### config.mk
export PLATFORM = sky130hd
export DESIGN_NAME = trace_fifo_readout
export DESIGN_NICKNAME = d
export VERILOG_FILES = /design/src/trace_pkg.sv /design/src/trace_shift.sv /design/src/trace_fifo_readout.sv
export SDC_FILE = /design/constraint.sdc
export NUM_CORES = 1
export LEC_CHECK = 0
export BUFFER_PORTS_ARGS = -buffer_cell sky130_fd_sc_hd__buf_4
export CELL_PAD_IN_SITES_DETAIL_PLACEMENT = 1
export CELL_PAD_IN_SITES_GLOBAL_PLACEMENT = 2
export CORE_MARGIN = 5
export CORE_UTILIZATION = 37
export DETAILED_ROUTE_END_ITERATION = 10
export GPL_TIMING_DRIVEN = 0
export PLACE_DENSITY_LB_ADDON = 0.08
export SLEW_MARGIN = 10
export SYNTH_ARGS = -nofsm -noshare
export SYNTH_HDL_FRONTEND = slang
export SYNTH_HIERARCHICAL = 1
export SYNTH_SLANG_ARGS = --single-unit
### constraint.sdc
create_clock -name pclk -period 3.1 [get_ports pclk]
set_input_delay 0.775 -clock pclk [delete_from_list [all_inputs] [get_ports pclk]]
set_output_delay 0.775 -clock pclk [all_outputs]
set_load 0.1 [all_outputs]
### src/trace_pkg.sv
// constants for the debug trace fifo readout block
package trace_pkg;
   localparam int          DEPTH       = 8;
   localparam int          CNT_W       = 4;
   localparam logic [11:0] OFS_HIGH    = 12'h000;
   localparam logic [11:0] OFS_LOW     = 12'h004;
   localparam logic [11:0] OFS_CTRL    = 12'h008;
   localparam logic [11:0] OFS_STATUS  = 12'h00c;
   localparam int          CTRL_ARM    = 0;
   localparam int          CTRL_EVONLY = 1;
   localparam int          CTRL_ENDTR  = 2;
   localparam int          STAT_ARM    = 0;
   localparam int          STAT_CNT    = 8;
   localparam int          SKIP_CYC    = 2;
   localparam logic [15:0] WORD_RST    = 16'h0000;
   localparam logic [3:0]  CNT_RST     = 4'h0;
   typedef enum logic [2:0]
   {
      COF_NONE,
      COF_BRANCH,
      COF_INDIRECT,
      COF_RETURN,
      COF_INTERRUPT
   } cof_kind_e;
endpackage : trace_pkg

### src/trace_shift.sv
// eight-entry shift store for trace words
`timescale 1ns/1ns
module trace_shift
(
   input  wire logic        pclk,
   input  wire logic        presetn,
   input  wire logic        push,
   input  wire logic        shift,
   input  wire logic [15:0] din,
   output logic      [15:0] dout,
   output logic      [3:0]  count
);
   logic [15:0] mem [trace_pkg::DEPTH];

   // ----------------------------------------
   // store: push at tail, shift pops head
   // ----------------------------------------
   always_ff @(posedge pclk or negedge presetn)
   begin
      if (!presetn)
      begin
         for (int i = 0; i < trace_pkg::DEPTH; i++)
            mem[i] <= trace_pkg::WORD_RST;
      end
      else if (push || shift)
      begin
         for (int i = 0; i < trace_pkg::DEPTH - 1; i++)
            mem[i] <= shift ? mem[i+1] : mem[i];
         if (push)
            mem[trace_pkg::DEPTH-1] <= din;
         else if (shift)
            mem[trace_pkg::DEPTH-1] <= trace_pkg::WORD_RST;
         if (push && !shift)
            for (int i = 0; i < trace_pkg::DEPTH - 1; i++)
               mem[i] <= mem[i+1];
      end
   end

   always_ff @(posedge pclk or negedge presetn)
   begin
      if (!presetn)
         count <= trace_pkg::CNT_RST;
      else if (push && count != 4'(trace_pkg::DEPTH))
         count <= count + 4'h1;
      else if (shift && !push && count != 4'h0)
         count <= count - 4'h1;
   end

   assign dout = mem[0];
endmodule : trace_shift

### src/trace_fifo_readout.sv
// debug trace fifo with apb readout and profiling
//
// Local design decisions: the register offsets and the APB register port.
`timescale 1ns/1ns
// What this block does
// host skips eight minus count
// normal modes store 16-bit flow addresses
// host reads high port then low
// low port read shifts fifo one
// event-only stores 8-bit data, low read
// trigger flow and next two dropped
// end-trace stores flow trigger, keeps storing after it
// unarmed low read pushes fetched opcode
// profiling host discards first eight values
// profile outputs lag by fifo depth
// taken branch stores opcode, bra/brn nothing
// indirect jump/call store run-time target
// interrupts and returns store destination
// write arms, run end clears arm
// high port read has no side effect
module trace_fifo_readout
(
   input  wire logic                pclk,
   input  wire logic                presetn,
   input  wire logic                psel,
   input  wire logic                penable,
   input  wire logic                pwrite,
   input  wire logic [11:0]         paddr,
   input  wire logic [31:0]         pwdata,
   output logic                     pready,
   output logic      [31:0]         prdata,
   output logic                     pslverr,
   input  wire trace_pkg::cof_kind_e cof_kind,
   input  wire logic                cof_valid,
   input  wire logic                cond_branch,
   input  wire logic [15:0]         cof_addr,
   input  wire logic [15:0]         opcode_addr,
   input  wire logic                trigger,
   input  wire logic                trigger_is_cof,
   input  wire logic                event_valid,
   input  wire logic [7:0]          event_data,
   input  wire logic                run_done
);
   logic        arm;
   logic        evonly;
   logic        endtr;
   logic        capturing;
   logic [1:0]  skip;
   logic        push;
   logic [15:0] push_data;
   logic [15:0] head;
   logic [3:0]  fifo_entry_count;
   logic        acc;
   logic        wr;
   logic        rd_low;
   logic        hit;

   // ----------------------------------------
   // apb decode
   // ----------------------------------------
   assign acc     = psel && penable;
   assign wr      = acc && pwrite;
   assign rd_low  = acc && !pwrite && paddr == trace_pkg::OFS_LOW;
   assign hit     = paddr == trace_pkg::OFS_HIGH || paddr == trace_pkg::OFS_LOW
                 || paddr == trace_pkg::OFS_CTRL
                 || paddr == trace_pkg::OFS_STATUS;
   assign pready  = 1'b1;
   assign pslverr = acc && !hit;

   always_ff @(posedge pclk or negedge presetn)
   begin
      if (!presetn)
         prdata <= 32'h0;
      else if (psel && !penable && !pwrite)
      begin
         unique case (paddr)
            trace_pkg::OFS_HIGH:   prdata <= {24'h0, head[15:8]};
            trace_pkg::OFS_LOW:    prdata <= {24'h0, head[7:0]};
            trace_pkg::OFS_CTRL:   prdata <= {29'h0, endtr, evonly, arm};
            trace_pkg::OFS_STATUS:
               prdata <= {20'h0, fifo_entry_count, 7'h0, arm};
            default:               prdata <= 32'h0;
         endcase
      end
   end

   // ----------------------------------------
   // control and arm
   // ----------------------------------------
   always_ff @(posedge pclk or negedge presetn)
   begin
      if (!presetn)
      begin
         arm    <= 1'b0;
         evonly <= 1'b0;
         endtr  <= 1'b0;
      end
      else if (wr && paddr == trace_pkg::OFS_CTRL)
      begin
         arm    <= pwdata[trace_pkg::CTRL_ARM];
         evonly <= pwdata[trace_pkg::CTRL_EVONLY];
         endtr  <= pwdata[trace_pkg::CTRL_ENDTR];
      end
      else if (run_done)
         arm <= 1'b0;
   end

   // begin-trace capture starts at trigger; end-trace captures whenever armed, before and after it
   always_ff @(posedge pclk or negedge presetn)
   begin
      if (!presetn)
      begin
         capturing <= 1'b0;
         skip      <= 2'h0;
      end
      else if (!arm)
      begin
         capturing <= 1'b0;
         skip      <= 2'h0;
      end
      else if (endtr)
      begin
         capturing <= 1'b1;
         skip      <= 2'h0;
      end
      else if (trigger && !capturing)
      begin
         capturing <= 1'b1;
         skip      <= 2'(trace_pkg::SKIP_CYC);
      end
      else if (skip != 2'h0)
         skip <= skip - 2'h1;
   end

   // ----------------------------------------
   // input selection
   // ----------------------------------------
   function automatic logic cof_keep(input trace_pkg::cof_kind_e k,
                                     input logic cond);
      unique case (k)
         trace_pkg::COF_BRANCH:    cof_keep = cond;
         trace_pkg::COF_INDIRECT:  cof_keep = 1'b1;
         trace_pkg::COF_RETURN,
         trace_pkg::COF_INTERRUPT: cof_keep = 1'b1;
         default:                  cof_keep = 1'b0;
      endcase
   endfunction : cof_keep

   always_comb
   begin
      push      = 1'b0;
      push_data = 16'h0;
      if (!arm)
      begin
         push      = rd_low;
         push_data = opcode_addr;
      end
      else if (evonly)
      begin
         push      = capturing && event_valid;
         push_data = {8'h00, event_data};
      end
      else if (endtr)
      begin
         push      = cof_valid && cof_keep(cof_kind, cond_branch)
                  && (!trigger || trigger_is_cof);
         push_data = cof_addr;
      end
      else
      begin
         push      = capturing && skip == 2'h0 && !trigger
                  && cof_valid && cof_keep(cof_kind, cond_branch);
         push_data = cof_addr;
      end
   end

   trace_shift u_store
   (
      .pclk    (pclk),
      .presetn (presetn),
      .push    (push),
      .shift   (rd_low),
      .din     (push_data),
      .dout    (head),
      .count   (fifo_entry_count)
   );

   // ----------------------------------------
   // checks
   // ----------------------------------------
   property p_low_shift;
      @(posedge pclk) disable iff (!presetn)
      rd_low && !push && fifo_entry_count != 4'h0
         |=> fifo_entry_count == $past(fifo_entry_count) - 4'h1;
   endproperty
   a_low_shift: assert property (p_low_shift)
      else $error("low read did not shift");

   property p_high_quiet;
      @(posedge pclk) disable iff (!presetn)
      acc && !pwrite && paddr == trace_pkg::OFS_HIGH && !push
         |=> $stable(head);
   endproperty
   a_high_quiet: assert property (p_high_quiet)
      else $error("high read moved fifo");

   property p_profile;
      @(posedge pclk) disable iff (!presetn)
      !arm && rd_low |-> push && push_data == opcode_addr;
   endproperty
   a_profile: assert property (p_profile)
      else $error("profile push missing");

   property p_skip;
      @(posedge pclk) disable iff (!presetn)
      arm && !endtr && !evonly && trigger && !capturing
         |-> !push ##1 !push ##1 !push;
   endproperty
   a_skip: assert property (p_skip)
      else $error("flow stored too soon");

   property p_done;
      @(posedge pclk) disable iff (!presetn)
      run_done && !(wr && paddr == trace_pkg::OFS_CTRL) |=> !arm;
   endproperty
   a_done: assert property (p_done)
      else $error("arm not cleared");

   property p_evonly;
      @(posedge pclk) disable iff (!presetn)
      arm && evonly && push |-> push_data[15:8] == 8'h00;
   endproperty
   a_evonly: assert property (p_evonly)
      else $error("event high half used");

   property p_brn;
      @(posedge pclk) disable iff (!presetn)
      arm && !evonly && cof_kind == trace_pkg::COF_BRANCH && !cond_branch
         |-> !push;
   endproperty
   a_brn: assert property (p_brn)
      else $error("untaken branch stored");

   property p_cof_data;
      @(posedge pclk) disable iff (!presetn)
      arm && !evonly && push |-> push_data == cof_addr;
   endproperty
   a_cof_data: assert property (p_cof_data)
      else $error("flow word wrong");

   property p_count_max;
      @(posedge pclk) disable iff (!presetn)
      fifo_entry_count <= 4'(trace_pkg::DEPTH);
   endproperty
   a_count_max: assert property (p_count_max)
      else $error("entry count above depth");

   property p_profile_fill;
      @(posedge pclk) disable iff (!presetn)
      !arm && rd_low && fifo_entry_count != 4'(trace_pkg::DEPTH)
         |=> fifo_entry_count == $past(fifo_entry_count) + 4'h1;
   endproperty
   a_profile_fill: assert property (p_profile_fill)
      else $error("profile push not counted");

   property p_high_data;
      @(posedge pclk) disable iff (!presetn)
      psel && !penable && !pwrite && paddr == trace_pkg::OFS_HIGH
         |=> prdata == {24'h0, $past(head[15:8])};
   endproperty
   a_high_data: assert property (p_high_data)
      else $error("high port data wrong");

   property p_low_data;
      @(posedge pclk) disable iff (!presetn)
      psel && !penable && !pwrite && paddr == trace_pkg::OFS_LOW
         |=> prdata == {24'h0, $past(head[7:0])};
   endproperty
   a_low_data: assert property (p_low_data)
      else $error("low port data wrong");

   property p_end_trig;
      @(posedge pclk) disable iff (!presetn)
      arm && endtr && !evonly && cof_valid && trigger && trigger_is_cof
         && cof_keep(cof_kind, cond_branch)
         |-> push && push_data == cof_addr;
   endproperty
   a_end_trig: assert property (p_end_trig)
      else $error("end trigger flow not stored");

   property p_taken;
      @(posedge pclk) disable iff (!presetn)
      arm && endtr && !evonly && cof_valid && !trigger
         && cof_kind == trace_pkg::COF_BRANCH && cond_branch
         |-> push && push_data == cof_addr;
   endproperty
   a_taken: assert property (p_taken)
      else $error("taken branch not stored");

   property p_indirect;
      @(posedge pclk) disable iff (!presetn)
      arm && endtr && !evonly && cof_valid && !trigger
         && cof_kind == trace_pkg::COF_INDIRECT
         |-> push && push_data == cof_addr;
   endproperty
   a_indirect: assert property (p_indirect)
      else $error("indirect target not stored");

   property p_return;
      @(posedge pclk) disable iff (!presetn)
      arm && endtr && !evonly && cof_valid && !trigger
         && (cof_kind == trace_pkg::COF_RETURN
         || cof_kind == trace_pkg::COF_INTERRUPT)
         |-> push && push_data == cof_addr;
   endproperty
   a_return: assert property (p_return)
      else $error("return target not stored");

   property p_event;
      @(posedge pclk) disable iff (!presetn)
      arm && evonly && capturing && event_valid
         |-> push && push_data[7:0] == event_data;
   endproperty
   a_event: assert property (p_event)
      else $error("event value not stored");
endmodule : trace_fifo_readout

Yosys cells after proc, flatten, opt, wreduce, memory -nomap -nowiden
Index checks and enable logic that the tools add are counted.

Bits of input ports: 98. Flip-flop bits (word level): 170. Output and inout port bits: 34.

Mux-type cells: 34. Add/sub/neg operators: 3. Reductions and logical operators: 43. Equal/unequal tests: 10.

Operators with widths (count): 2-to-1 mux 16 bit (11); 2-to-1 mux 112 bit (1); one-hot mux 12 bit (4 select lines) (1); == test 12 x 4 -> 1 bit, second input constant (2); logical AND 1 bit (20); 2-to-1 mux 1 bit (14); == test 12 x 3 -> 1 bit, second input constant (1); logical NOT 12 bit (1); nonzero test 2 bit (5); 2-to-1 mux 2 bit (4); 2-to-1 mux 4 bit (2); logical NOT 1 bit (7); == test 3 x 2 -> 1 bit, second input constant (2); logical OR 1 bit (5); adder 4 x 1 -> 4 bit, second input constant (1); != test 4 x 1 -> 1 bit, second input constant (1); != test 4 bit, second input constant (1); AND reduction 2 bit (2); nonzero test 4 bit (1); subtractor 4 x 1 -> 4 bit, second input constant (1); == test 3 x 1 -> 1 bit, second input constant (1); == test 3 bit, second input constant (1); != test 3 x 1 -> 1 bit, second input constant (1); OR reduction 3 bit (1); 3 further kinds (3).

Logic depth before layout (Yosys ltp)
Gate-level depths: netlist of run 1.

Word-level depth: 16. Mapped depth: 13. Gate-level depth less buffers: 11.

Hierarchy
Netlist of run 1, hierarchy kept.

By module, submodules not included: trace_shift (sequential area each 3303.2 um^2, cells an instance 311, area an instance 5106.1 um^2, times used 1); trace_fifo_readout (sequential area each 450.4 um^2, cells an instance 169, area an instance 1440.1 um^2, times used 1).

Least setup slack after synthesis of run 1
OpenSTA, ideal clock, no wires.

Kind: input -> register. Start: input paddr[1]. End: register u_store.count[3]. Path slack: -0.261 ns. Arrival: 3.223 ns. Stages: 11. Path buffers: 2. Cells stage by stage: nor4_4 -> nand3_4 -> nor4_2 -> o22a_1 -> buf_4 -> clkbuf_1 -> nand2_1 -> ha_1 -> a21o_1 -> a21oi_1 -> mux4_2.

Longest elaborated chain between the ends: 7. Elaborated cells on any way between the ends: 9.

Ends and longest elaborated chain: start: declaration (line trace_fifo_readout.sv:28) `input wire logic [11:0] paddr,`; == test 12 x 3 -> 1 bit (*) (line trace_fifo_readout.sv:63) `assign rd_low = acc && !pwrite && paddr == trace_pkg::OFS_LOW;`; logical AND 1 bit (*) (line trace_fifo_readout.sv:63); named net rd_low (line trace_fifo_readout.sv:55) `logic rd_low;`; 2-to-1 mux 1 bit (*) (line trace_fifo_readout.sv:153) `if (!arm)`; named net push (line trace_fifo_readout.sv:49) `logic push;`; logical NOT 1 bit (line trace_shift.sv:45) `else if (shift && !push && count != 4'h0)`; logical AND 1 bit (2 in a row) (line trace_shift.sv:45); nonzero test 2 bit (no line); end signal: assignment (line trace_shift.sv:42) `count <= trace_pkg::CNT_RST;`; end signal: assignment (line trace_shift.sv:44) `count <= count + 4'h1;`; end signal: assignment (line trace_shift.sv:46) `count <= count - 4'h1;`; end: declaration (line trace_shift.sv:11) `output logic [3:0] count`.

Mark *: on every way through the listed nets, which the timed path passes. The rest lies on a longest branch. A chain may end at the register's enable or synchronous reset.

Worst setup path after layout of run 1
Ends and elaborated chain as after synthesis.

==> run metrics, run 1 <==
Reg area=3750 um^2; CTS Hold Bufs=0; clk_skew=7.54 ps; vias in the first global route=4510; Initial Utilization=0.377; Post-synth EDFFs=0; Mapped Area=6550 um^2; CP max-delay cell=nor4_4; full die area=20500 um^2; dominant synthesized flop cell=dfrtp_1; antenna viol nets, final=0; Max Fclk=333 MHz; # fillers=1803; leading area contributor after synthesis=dfrtp_1; Antenna diodes=0; Max VDD drop=0.378 mV; GPL Wtd Cong=0.772; DP Area=7570 um^2; hold crit path type=input pin to asynchronous set/reset pin; final hold vios=0; drt total wl=13900 um; CP max FO=10; Synth Instances=480; Synth top area share=0.573; relative slew slack=0.662; Synth Register Bits=150; CP dominant cell by count=nor4_4; Clock Path Buffers=2; Tightest Pin Transition=507 ps; Synth warnings=6; average wire per standard cell=16.5 um; number of vias per cell=4.75; CTS tree=built; hold slack=281 ps; initial antenna violation count=0; library cells used by synthesis=38; post-route cell area=8270 um^2; fin crit period=3000 ps; post-layout worst setup margin=99.5 ps; standard-cell rows=48; post-layout util=0.476; worst-path cell chain=buf_4, nor4_4, nand3_4, nor4_4, o22a_1, buf_6, clkbuf_8, nand2_2, ha_1, a21o_1, a21oi_2, mux4_2; Reg clk slew, reported paths=60 ps; first-pass GRT wire length=23300 um; I/O pin cnt=132; clk sink count=150; pwr/cell area=537 nW/um^2; unrepaired setup endpoints after global routing=no; vias after detailed routing=4014; total negative slack=0 ps; Overflow after GRT=0; CP required=3380 ps; largest cells by area after synthesis=dfrtp_1 57%, mux2_2 20%, buf_4 5.5%; P_leak=4.28 nW; port bufs=81; FFs w/ async S/R, synth=1.00; max-slew violation count=0; CP Class=input pin to flip-flop; Remaining DRCs=0; area of the multi-input gates=2430 um^2; Synth-to-Final Area Change=26.3%; Root Buffer=clkbuf_16; CP startpoint kind=input pin; Crit path largest cell delay=370 ps; Critical Path AT=3280 ps; CP Capture Type=flip-flop; TritonCTS buffer count=17; chip height=143 um; largest net degree at the start of global routing=92; # setup viols final=0; Final period util=0.968; average size of a mapped cell=13.6 um^2; placed cell count=806; clock insertion delay at the later pin of the skew report=420 ps; share of cells above drive strength 1=0.490; Die Width=143 um; register area share after synthesis=0.573; fin nets=709; DRT Pass-1 Iters=4; max_cap viols=0; total chip power=4.44 mW; All-Layer GR Usage=0.147; outcome=finished clean; Detailed Place HPWL=10300 um; pre-CTS setup slack=-604 ps; htree depth=4; Post-Layout Cell Count=845; initial drt markers=168; core area=17400 um^2
==> kinds of logic after synthesis <==
kind of cell | count (synthesis) | synth area share
flip-flops | 150 | 0.573
multiplexers | 135 | 0.231
buffers and inverters | 70 | 0.0688
AO/OA/AOI/OAI | 58 | 0.0600
AND/OR/NAND/NOR | 57 | 0.0516
adder cells (fa/ha/maj) | 4 | 0.00879
XOR/XNOR | 4 | 0.00535
other | 2 | 0.00115
==> worst paths after layout <==
check                                         to  depth (start not counted)  slack (ps)  startpoint
worst max-delay path            u_store/count[3]                         12         100    paddr[1]
worst min-delay path                   prdata[7]                          1         280     presetn
worst max register to register  u_store/count[3]                         13         390     skip[0]
worst min register to register         prdata[4]                          2         480   prdata[4]
max in group asynchronous        u_store/dout[1]                          2        2020     presetn
min in group pclk                      prdata[4]                          2         480   prdata[4]
==> layout by cell type, fill, tap and decap left out, drive strengths merged <==
| cell | count |
|---|---|
| a22o | 23 |
| dfrtp | 150 |
| a31oi | 1 |
| bufinv | 4 |
| nor3b | 1 |
| o22ai | 1 |
| nor2 | 13 |
| inv | 11 |
| o21ai | 16 |
| fa | 1 |
| nor4 | 3 |
| clkbuf | 23 |
| nand3 | 2 |
| nor3 | 3 |
| nand2 | 24 |
| a21oi | 14 |
| buf | 144 |
| o31a | 1 |
| a21o | 1 |
| clkinv | 9 |
| mux4 | 1 |
| conb | 21 |
| o22a | 1 |
| xnor2 | 1 |
| or3 | 1 |
| and4b | 1 |
| mux2i | 16 |
| ha | 3 |
| nor2b | 3 |
| nand2b | 6 |
| mux2 | 118 |
| xor2 | 3 |
==> timing repair <==
item | 4_1_cts | 5_1_grt
cloned | 0 | 0
setup endpoints to repair | 1 | 1
hold endpoints to repair | 0 | 0
pin swaps | 3 | 2
buffers inserted | 5 | 2
gates resized for setup | 0 | 2
==> where the power goes <==
group          total (mW)  switching, mW  internal (mW)
Combinational       0.288          0.196         0.0923
Clock                2.19          0.815           1.38
Sequential           1.96       0.000389           1.96
==> cell type report <==
| type | instances | share of cell area |
|---|---|---|
| Sequential cell | 150 | 0.454 |
| Multi-Input combinational cell | 279 | 0.294 |
| Timing Repair Buffer | 89 | 0.0841 |
| Clock buffer | 18 | 0.0531 |
| Buffer | 60 | 0.0516 |
| Tap cell | 225 | 0.0340 |
| Clock inverter | 14 | 0.0242 |
| Inverter | 10 | 0.00454 |
==> sequential cells by signal (all words and copies together), names as in the netlist, 2 cells and up <==
| register | count |
|---|---|
| u_store/mem | 112 |
| u_store/dout | 16 |
| prdata | 12 |
| skip | 2 |
| u_store/count | 4 |
==> worst max-delay path: cells and delay by family <==
family,cells,cell delay (ps)
simple gates,4,940
compound gates,3,550
buf+inv,3,410
mux,1,320
fa+ha+maj,1,290
==> per-layer routing <==
| metal | part of all wire | track usage |
|---|---|---|
| met4 | 0.011 | 0.0465 |
| met1 | 0.42 | 0.184 |
| met2 | 0.52 | 0.248 |
| met5 | 0 | 0 |
| met3 | 0.045 | 0.0409 |
==> cells in the mapped netlist (2+ instances only) <==
library cell and n:
nor3_2 2, nor4_4 2, dfrtp_1 150, xor2_1 3, a22o_1 23, clkbuf_1 5, buf_2 6, o21ai_0 11
nor2b_1 3, mux2i_1 16, buf_4 48, inv_1 10, o21ai_1 5, nand2b_1 6, mux2_2 115, ha_1 3
conb_1 2, nand2_1 24, a21oi_1 13, mux2_1 3, nor2_1 13
(Power assumes the default switching activity.)
==> run 2, diff against run 1 <==
--- a/config.mk
+++ b/config.mk
@@ -5,14 +5,17 @@
 export SDC_FILE = /design/constraint.sdc
 export NUM_CORES = 1
 export LEC_CHECK = 0
+export ABC_AREA = 1
 export BUFFER_PORTS_ARGS = -buffer_cell sky130_fd_sc_hd__buf_4
 export CELL_PAD_IN_SITES_DETAIL_PLACEMENT = 1
 export CELL_PAD_IN_SITES_GLOBAL_PLACEMENT = 2
+export CORE_ASPECT_RATIO = 1.25
 export CORE_MARGIN = 5
-export CORE_UTILIZATION = 37
+export CORE_UTILIZATION = 32
 export DETAILED_ROUTE_END_ITERATION = 10
 export GPL_TIMING_DRIVEN = 0
 export PLACE_DENSITY_LB_ADDON = 0.08
+export RECOVER_POWER = 25
 export SLEW_MARGIN = 10
 export SYNTH_ARGS = -nofsm -noshare
 export SYNTH_HDL_FRONTEND = slang
==> run metrics, run 2 <==
unrepaired setup endpoints after global routing=no (unchanged); Mapped Area=6770 um^2 (was 6550 um^2); max_cap viols=1 (was 0); placed cell count=1181 (was 806); library cells used by synthesis=28 (was 38); fin nets=1028 (was 709); number of gates resized after CTS=0 (unchanged); adder-cell share of the synthesized area=0.00851 (was 0.00879); Max VDD drop=0.367 mV (was 0.378 mV); hold crit path type=flip-flop to flip-flop (was input pin to asynchronous set/reset pin); clk_skew=9.49 ps (was 7.54 ps); post-route cell area=8470 um^2 (was 8270 um^2); Max Fclk=352 MHz (was 333 MHz); number of vias per cell=4.47 (was 4.75); DRT Pass-1 Iters=4 (unchanged); All-Layer GR Usage=0.151 (was 0.147); max reg flops=112 (unchanged); port bufs=81 (unchanged); Tightest Pin Transition=2080 ps (was 507 ps); register area share after synthesis=0.555 (was 0.573); CP Class=input pin to flip-flop (unchanged); CP dominant cell by count=nand2_1 (was nor4_4); I/O pin cnt=132 (unchanged); most frequent cells after synthesis=348 x nand2_1, 150 x dfrtp_1, 68 x o21ai_0 (was 150 x dfrtp_1, 115 x mux2_2, 48 x buf_4); htree depth=4 (unchanged); fin crit period=2840 ps (was 3000 ps); Die Width=140 um (was 143 um); GPL Wtd Cong=0.762 (was 0.772); largest cells by area after synthesis=dfrtp_1 55%, nand2_1 19%, buf_4 5.2% (was dfrtp_1 57%, mux2_2 20%, buf_4 5.5%); P_leak=4.50 nW (was 4.28 nW); CTS Hold Bufs=0 (unchanged); pwr/cell area=585 nW/um^2 (was 537 nW/um^2); Overflow after GRT=0 (unchanged); outcome=complete, but fails checks (was finished clean); # setup viols final=0 (unchanged); total chip power=4.96 mW (was 4.44 mW); worst-path cell chain=buf_4, nor2_4, nand2_4, nor2_8, nand2_1, o21ai_1, nand2_1, inv_1, buf_4, nand2_2, ha_1, or2_2, nand2_1, nand3_1, nand3_1, nand2_1 (was buf_4, nor4_4, nand3_4, nor4_4, o22a_1, buf_6, clkbuf_8, nand2_2, ha_1, a21o_1, a21oi_2, mux4_2); Synth Area in XOR/XNOR=0.00388 (was 0.00535); CP required=3410 ps (was 3380 ps); simple-gate share of the synthesized area=0.262 (was 0.0516); post-layout worst setup margin=261 ps (was 99.5 ps); initial antenna violation count=0 (unchanged); leading area contributor after synthesis=dfrtp_1 (unchanged); final hold vios=0 (unchanged); initial drt markers=214 (was 168); average size of a mapped cell=8.40 um^2 (was 13.6 um^2); TritonCTS buffer count=17 (unchanged); CP Capture Type=flip-flop (unchanged); Clock Path Buffers=2 (unchanged); Reg clk slew, reported paths=60 ps (about the same); Crit path largest cell delay=350 ps (was 370 ps); # fillers=2518 (was 1803); Synth warnings=6 (unchanged); most common cell after layout, fill and taps aside=nand2_1 (was dfrtp_1); Synth Instances=806 (was 480); pre-CTS setup slack=-147 ps (was -604 ps); CP max-delay cell=ha_1 (was nor4_4); Antenna diodes=0 (unchanged); post-synthesis mux area share=0 (was 0.231); standard-cell rows=59 (was 48); Post-synth EDFFs=0 (unchanged); Final period util=0.916 (was 0.968); Synth Register Bits=150 (unchanged); relative slew slack=-0.390 (was 0.662); area of the multi-input gates=2400 um^2 (was 2430 um^2); Synth Area in Compound Gates=0.0688 (was 0.0600); average wire per standard cell=14.5 um (was 16.5 um); Critical Path AT=3150 ps (was 3280 ps); CTS tree=built (unchanged); share of cells above drive strength 1=0.214 (was 0.490); clk sink count=150 (unchanged); core area=20800 um^2 (was 17400 um^2); Detailed Place HPWL=13600 um (was 10300 um); most flop-heavy register=u_store/mem (unchanged); CP max FO=10 (unchanged); clock insertion delay at the later pin of the skew report=420 ps (about the same); Remaining DRCs=0 (unchanged); violated checks=max-capacitance violations, max-slew violations; Setup Buffers After CTS=0 (was 5); Initial Utilization=0.325 (was 0.377); Post-Layout Cell Count=1212 (was 845); Synth top area share=0.555 (was 0.573); dominant synthesized flop cell=dfrtp_1 (unchanged); Synth-to-Final Area Change=25.2% (was 26.3%); antenna viol nets, final=0 (unchanged); DP Area=7830 um^2 (was 7570 um^2); chip height=173 um (was 143 um); vias after detailed routing=5418 (was 4014); hold slack=468 ps (was 281 ps); most common cell in the netlist=nand2_1 (was dfrtp_1); max-slew violation count=43 (was 0); vias in the first global route=5957 (was 4510); Reg area=3750 um^2 (unchanged); largest family of logic cells by synthesized area=simple AND/OR/NAND/NOR gates (was multiplexers); Root Buffer=clkbuf_16 (unchanged); drt total wl=17600 um (was 13900 um); CP startpoint kind=input pin (unchanged); full die area=24200 um^2 (was 20500 um^2); FFs w/ async S/R, synth=1.00 (unchanged); first-pass GRT wire length=29500 um (was 23300 um); largest net degree at the start of global routing=109 (was 92); most frequent cells in the layout=348 x nand2_1, 150 x dfrtp_1, 127 x buf_4 (was 150 x dfrtp_1, 134 x buf_4, 115 x mux2_2)
[run 2: final timing paths]
path / startpoint / to / slack [ps] / cells after the start
worst max register to register: evonly / u_store/count[3] / 470 / 13
max in group asynchronous: presetn / u_store/mem[29] / 700 / 2
worst min-delay path: u_store/mem[54] / u_store/mem[70] / 470 / 2
worst max-delay path: paddr[1] / u_store/count[3] / 260 / 16
worst min register to register: u_store/mem[54] / u_store/mem[70] / 470 / 2
min in group asynchronous: presetn / u_store/dout[11] / 1060 / 1
[run 2: report_power, final]
part	switching [mW]	leakage, nW	internal (mW)	total [mW]
clock network	0.842	0.310	1.40	2.25
logic	0.314	2.22	0.199	0.513
registers	0.0891	1.96	2.11	2.20
[run 2: critical path: cells and delay by family]
kind            cells  cell delay [ps]
buf+inv             3              430
simple gates       11             1440
compound gates      1              140
fa+ha+maj           1              350
[run 2: final cells by class]
class / instances / area share
plain buffers: 74 / 0.0583
inverters: 51 / 0.0226
multi-input cells: 550 / 0.284
repair buffers: 82 / 0.0756
flip-flops and latches: 150 / 0.443
well taps: 274 / 0.0405
clock buffers: 19 / 0.0535
clock inverters: 12 / 0.0227
[run 2: routing by layer]
layer | global-route usage | part of all wire | vias up
li1 | - | - | 2689
met3 | 0.0287 | 0.028 | 16
met5 | 0 | 0 | -
met1 | 0.173 | 0.40 | 2648
met4 | 0.0460 | 0.013 | 0
met2 | 0.282 | 0.56 | 65
[run 2: logic make-up after synthesis]
family                     Yosys count
AOI/OAI and AO/OA                   93
other                                2
and+or+nand+nor                    429
adders and majority gates            4
buffers and inverters              125
DFF                                150
xor gates and xnor gates             3
[run 2: per-stage QoR]
stage	util	setup TNS [ps]
5_1_grt	0.407	0
3_3_place_gp	0.374	-48.6
3_5_place_dp	0.376	-147
6_report	0.407	0
4_1_cts	0.407	0
2_1_floorplan	-	0
==> run 3, diff against run 2 <==
--- a/config.mk
+++ b/config.mk
@@ -11,7 +11,7 @@
 export CELL_PAD_IN_SITES_GLOBAL_PLACEMENT = 2
 export CORE_ASPECT_RATIO = 1.25
 export CORE_MARGIN = 5
-export CORE_UTILIZATION = 32
+export CORE_UTILIZATION = 29
 export DETAILED_ROUTE_END_ITERATION = 10
 export GPL_TIMING_DRIVEN = 0
 export PLACE_DENSITY_LB_ADDON = 0.08
==> constraint.sdc (replaced) <==
create_clock -name pclk -period 2.3 [get_ports pclk]
set_input_delay 0.575 -clock pclk [delete_from_list [all_inputs] [get_ports pclk]]
set_output_delay 0.575 -clock pclk [all_outputs]
set_load 0.1 [all_outputs]
==> run metrics, run 3 (same netlist as run 2, synthesis figures left out) <==
fin nets=1035 (was 1028); standard-cell rows=62 (was 59); GPL Wtd Cong=0.749 (was 0.762); total negative slack=0 ps (unchanged); P_leak=4.49 nW (was 4.50 nW); Remaining DRCs=0 (unchanged); sw frac=0.256 (was 0.251); relative slew slack=-0.161 (was -0.390); post-layout util=0.369 (was 0.407); Critical Path AT=2510 ps (was 3150 ps); Reg clk slew, reported paths=60 ps (about the same); crit path from=paddr[1] (unchanged); max reg flops=112 (unchanged); placed cell count=1195 (was 1181); share of cells above drive strength 1=0.229 (was 0.214); htree depth=4 (unchanged); most flop-heavy register=u_store/mem (unchanged); DRT Pass-1 Iters=4 (unchanged); average wire per standard cell=14.5 um (about the same); combinational share of power=0.113 (was 0.104); Hold Path End=capturing (was u_store/mem[70]); post-layout worst setup margin=148 ps (was 261 ps); Final period util=0.936; Hold Path Origin=trigger (was u_store/mem[54]); pwr/cell area=730 nW/um^2 (was 585 nW/um^2); I/O pin cnt=132 (unchanged); most frequent cells in the layout=347 x nand2_1, 150 x dfrtp_1, 133 x buf_4 (was 348 x nand2_1, 150 x dfrtp_1, 127 x buf_4); Die Width=147 um (was 140 um); max_cap viols=1 (unchanged); CP Class=input pin to flip-flop (unchanged); final hold vios=0 (unchanged); clk_skew=7.13 ps (was 9.49 ps); r2r setup slk=160 ps (was 470 ps); # setup viols final=0 (unchanged); Overflow after GRT=0 (unchanged); sw power=1.58 mW (was 1.24 mW); vias after detailed routing=5394 (was 5418); reg2reg start=skip[1] (was evonly); CTS Hold Bufs=0 (unchanged); post-route cell area=8480 um^2 (was 8470 um^2); outcome=complete, but fails checks (unchanged); full die area=26500 um^2 (was 24200 um^2); Post-Layout Cell Count=1231 (was 1212); Internal=4.61 mW (was 3.71 mW); CP required=2650 ps (was 3410 ps); worst reg2reg path depth=17 (was 13); Root Buffer=clkbuf_16 (unchanged); Max VDD drop=0.477 mV (was 0.367 mV); Detailed Place HPWL=13800 um (was 13600 um); All-Layer GR Usage=0.139 (was 0.151); most common cell after layout, fill and taps aside=nand2_1 (unchanged); number of vias per cell=4.38 (was 4.47); hold path depth=3 (was 2); unrepaired setup endpoints after global routing=no (unchanged); CTS tree=built (unchanged); fin crit period=2150 ps; vias in the first global route=6037 (was 5957); clock insertion delay at the later pin of the skew report=410 ps (was 420 ps); chip height=181 um (was 173 um); CP startpoint kind=input pin (unchanged); TritonCTS buffer count=17 (unchanged); core area=23000 um^2 (was 20800 um^2); port bufs=81 (unchanged); Max Fclk=465 MHz; clk sink count=150 (unchanged); share of power burned in registers=0.479 (was 0.443); hold crit path type=input pin to flip-flop (was flip-flop to flip-flop); Antenna diodes=0 (unchanged); DP Area=7870 um^2 (was 7830 um^2); Tightest Pin Transition=1740 ps (was 2080 ps); max-slew violation count=65 (was 43); largest net degree at the start of global routing=87 (was 109); Clock Path Buffers=2 (unchanged); initial drt markers=127 (was 214); Synth-to-Final Area Change=25.3% (was 25.2%); Initial Utilization=0.295 (was 0.325); first-pass GRT wire length=30000 um (was 29500 um); worst r2r dst=u_store/count[3] (unchanged); clock power share=0.408 (was 0.453); total chip power=6.19 mW (was 4.96 mW); drt total wl=17800 um (was 17600 um); hold slack=405 ps (was 468 ps); CP Capture Type=flip-flop (unchanged); antenna viol nets, final=0 (unchanged); initial antenna violation count=0 (unchanged); CP max FO=9 (was 10); violated checks=max-capacitance violations, max-slew violations (unchanged); pre-CTS setup slack=-506 ps (was -147 ps)
[run 3: what timing repair did]
item	4_1_cts	5_1_grt
resized for setup	2	10
pin swaps	1	4
gates cloned	0	0
setup buffers	2	5
setup endpoints to repair	1	1
[run 3: layer usage]
| metal | up-vias | wire length (um) | GRT usage |
|---|---|---|---|
| li1 | 2705 | - | - |
| met1 | 2602 | 7170 | 0.154 |
| met3 | 15 | 478 | 0.0268 |
| met2 | 72 | 9890 | 0.264 |
| met5 | - | 0 | 0 |
| met4 | 0 | 291 | 0.0441 |
[run 3: power groups by stage]
stage                     clock network, mW  registers (mW)  logic, mW
after floorplan                           0            2.97      0.476
after global placement                    0            3.01      0.678
after detailed placement                  0            3.01      0.714
after CTS                              2.63            2.97      0.720
after global routing                   2.73            2.99      0.783
final                                  2.53            2.96      0.701
[run 3: worst max-delay path, stage by stage]
cell and delay (ps):
buf_4 120, nor2_4 130, nand2_4 90, nor2_8 180
nand2_2 80, o21ai_1 160, nand2_1 80, inv_2 90
buf_8 110, nand2_4 70, ha_4 240, or2_4 230
nand2_1 60, nand3_1 90, nand2_1 90, nand2_1 50
nand2_1 60
[run 3: worst max-delay path by stage]
stage | to
detailed placement | u_store/count[3]
CTS | u_store/count[3]
global route | u_store/count[3]
global placement | u_store/count[3]
floorplan | pslverr
finish | u_store/count[3]
[run 3: area by class of cell]
cell class | count | area [um^2]
well taps | 288 | 360
repair buffers | 89 | 686
multi-input cells | 550 | 2440
plain buffers | 74 | 509
fillers | 2763 | 14500
inverters | 51 | 195
clock buffers | 19 | 443
clock inverters | 10 | 85.1
flip-flops and latches | 150 | 3750
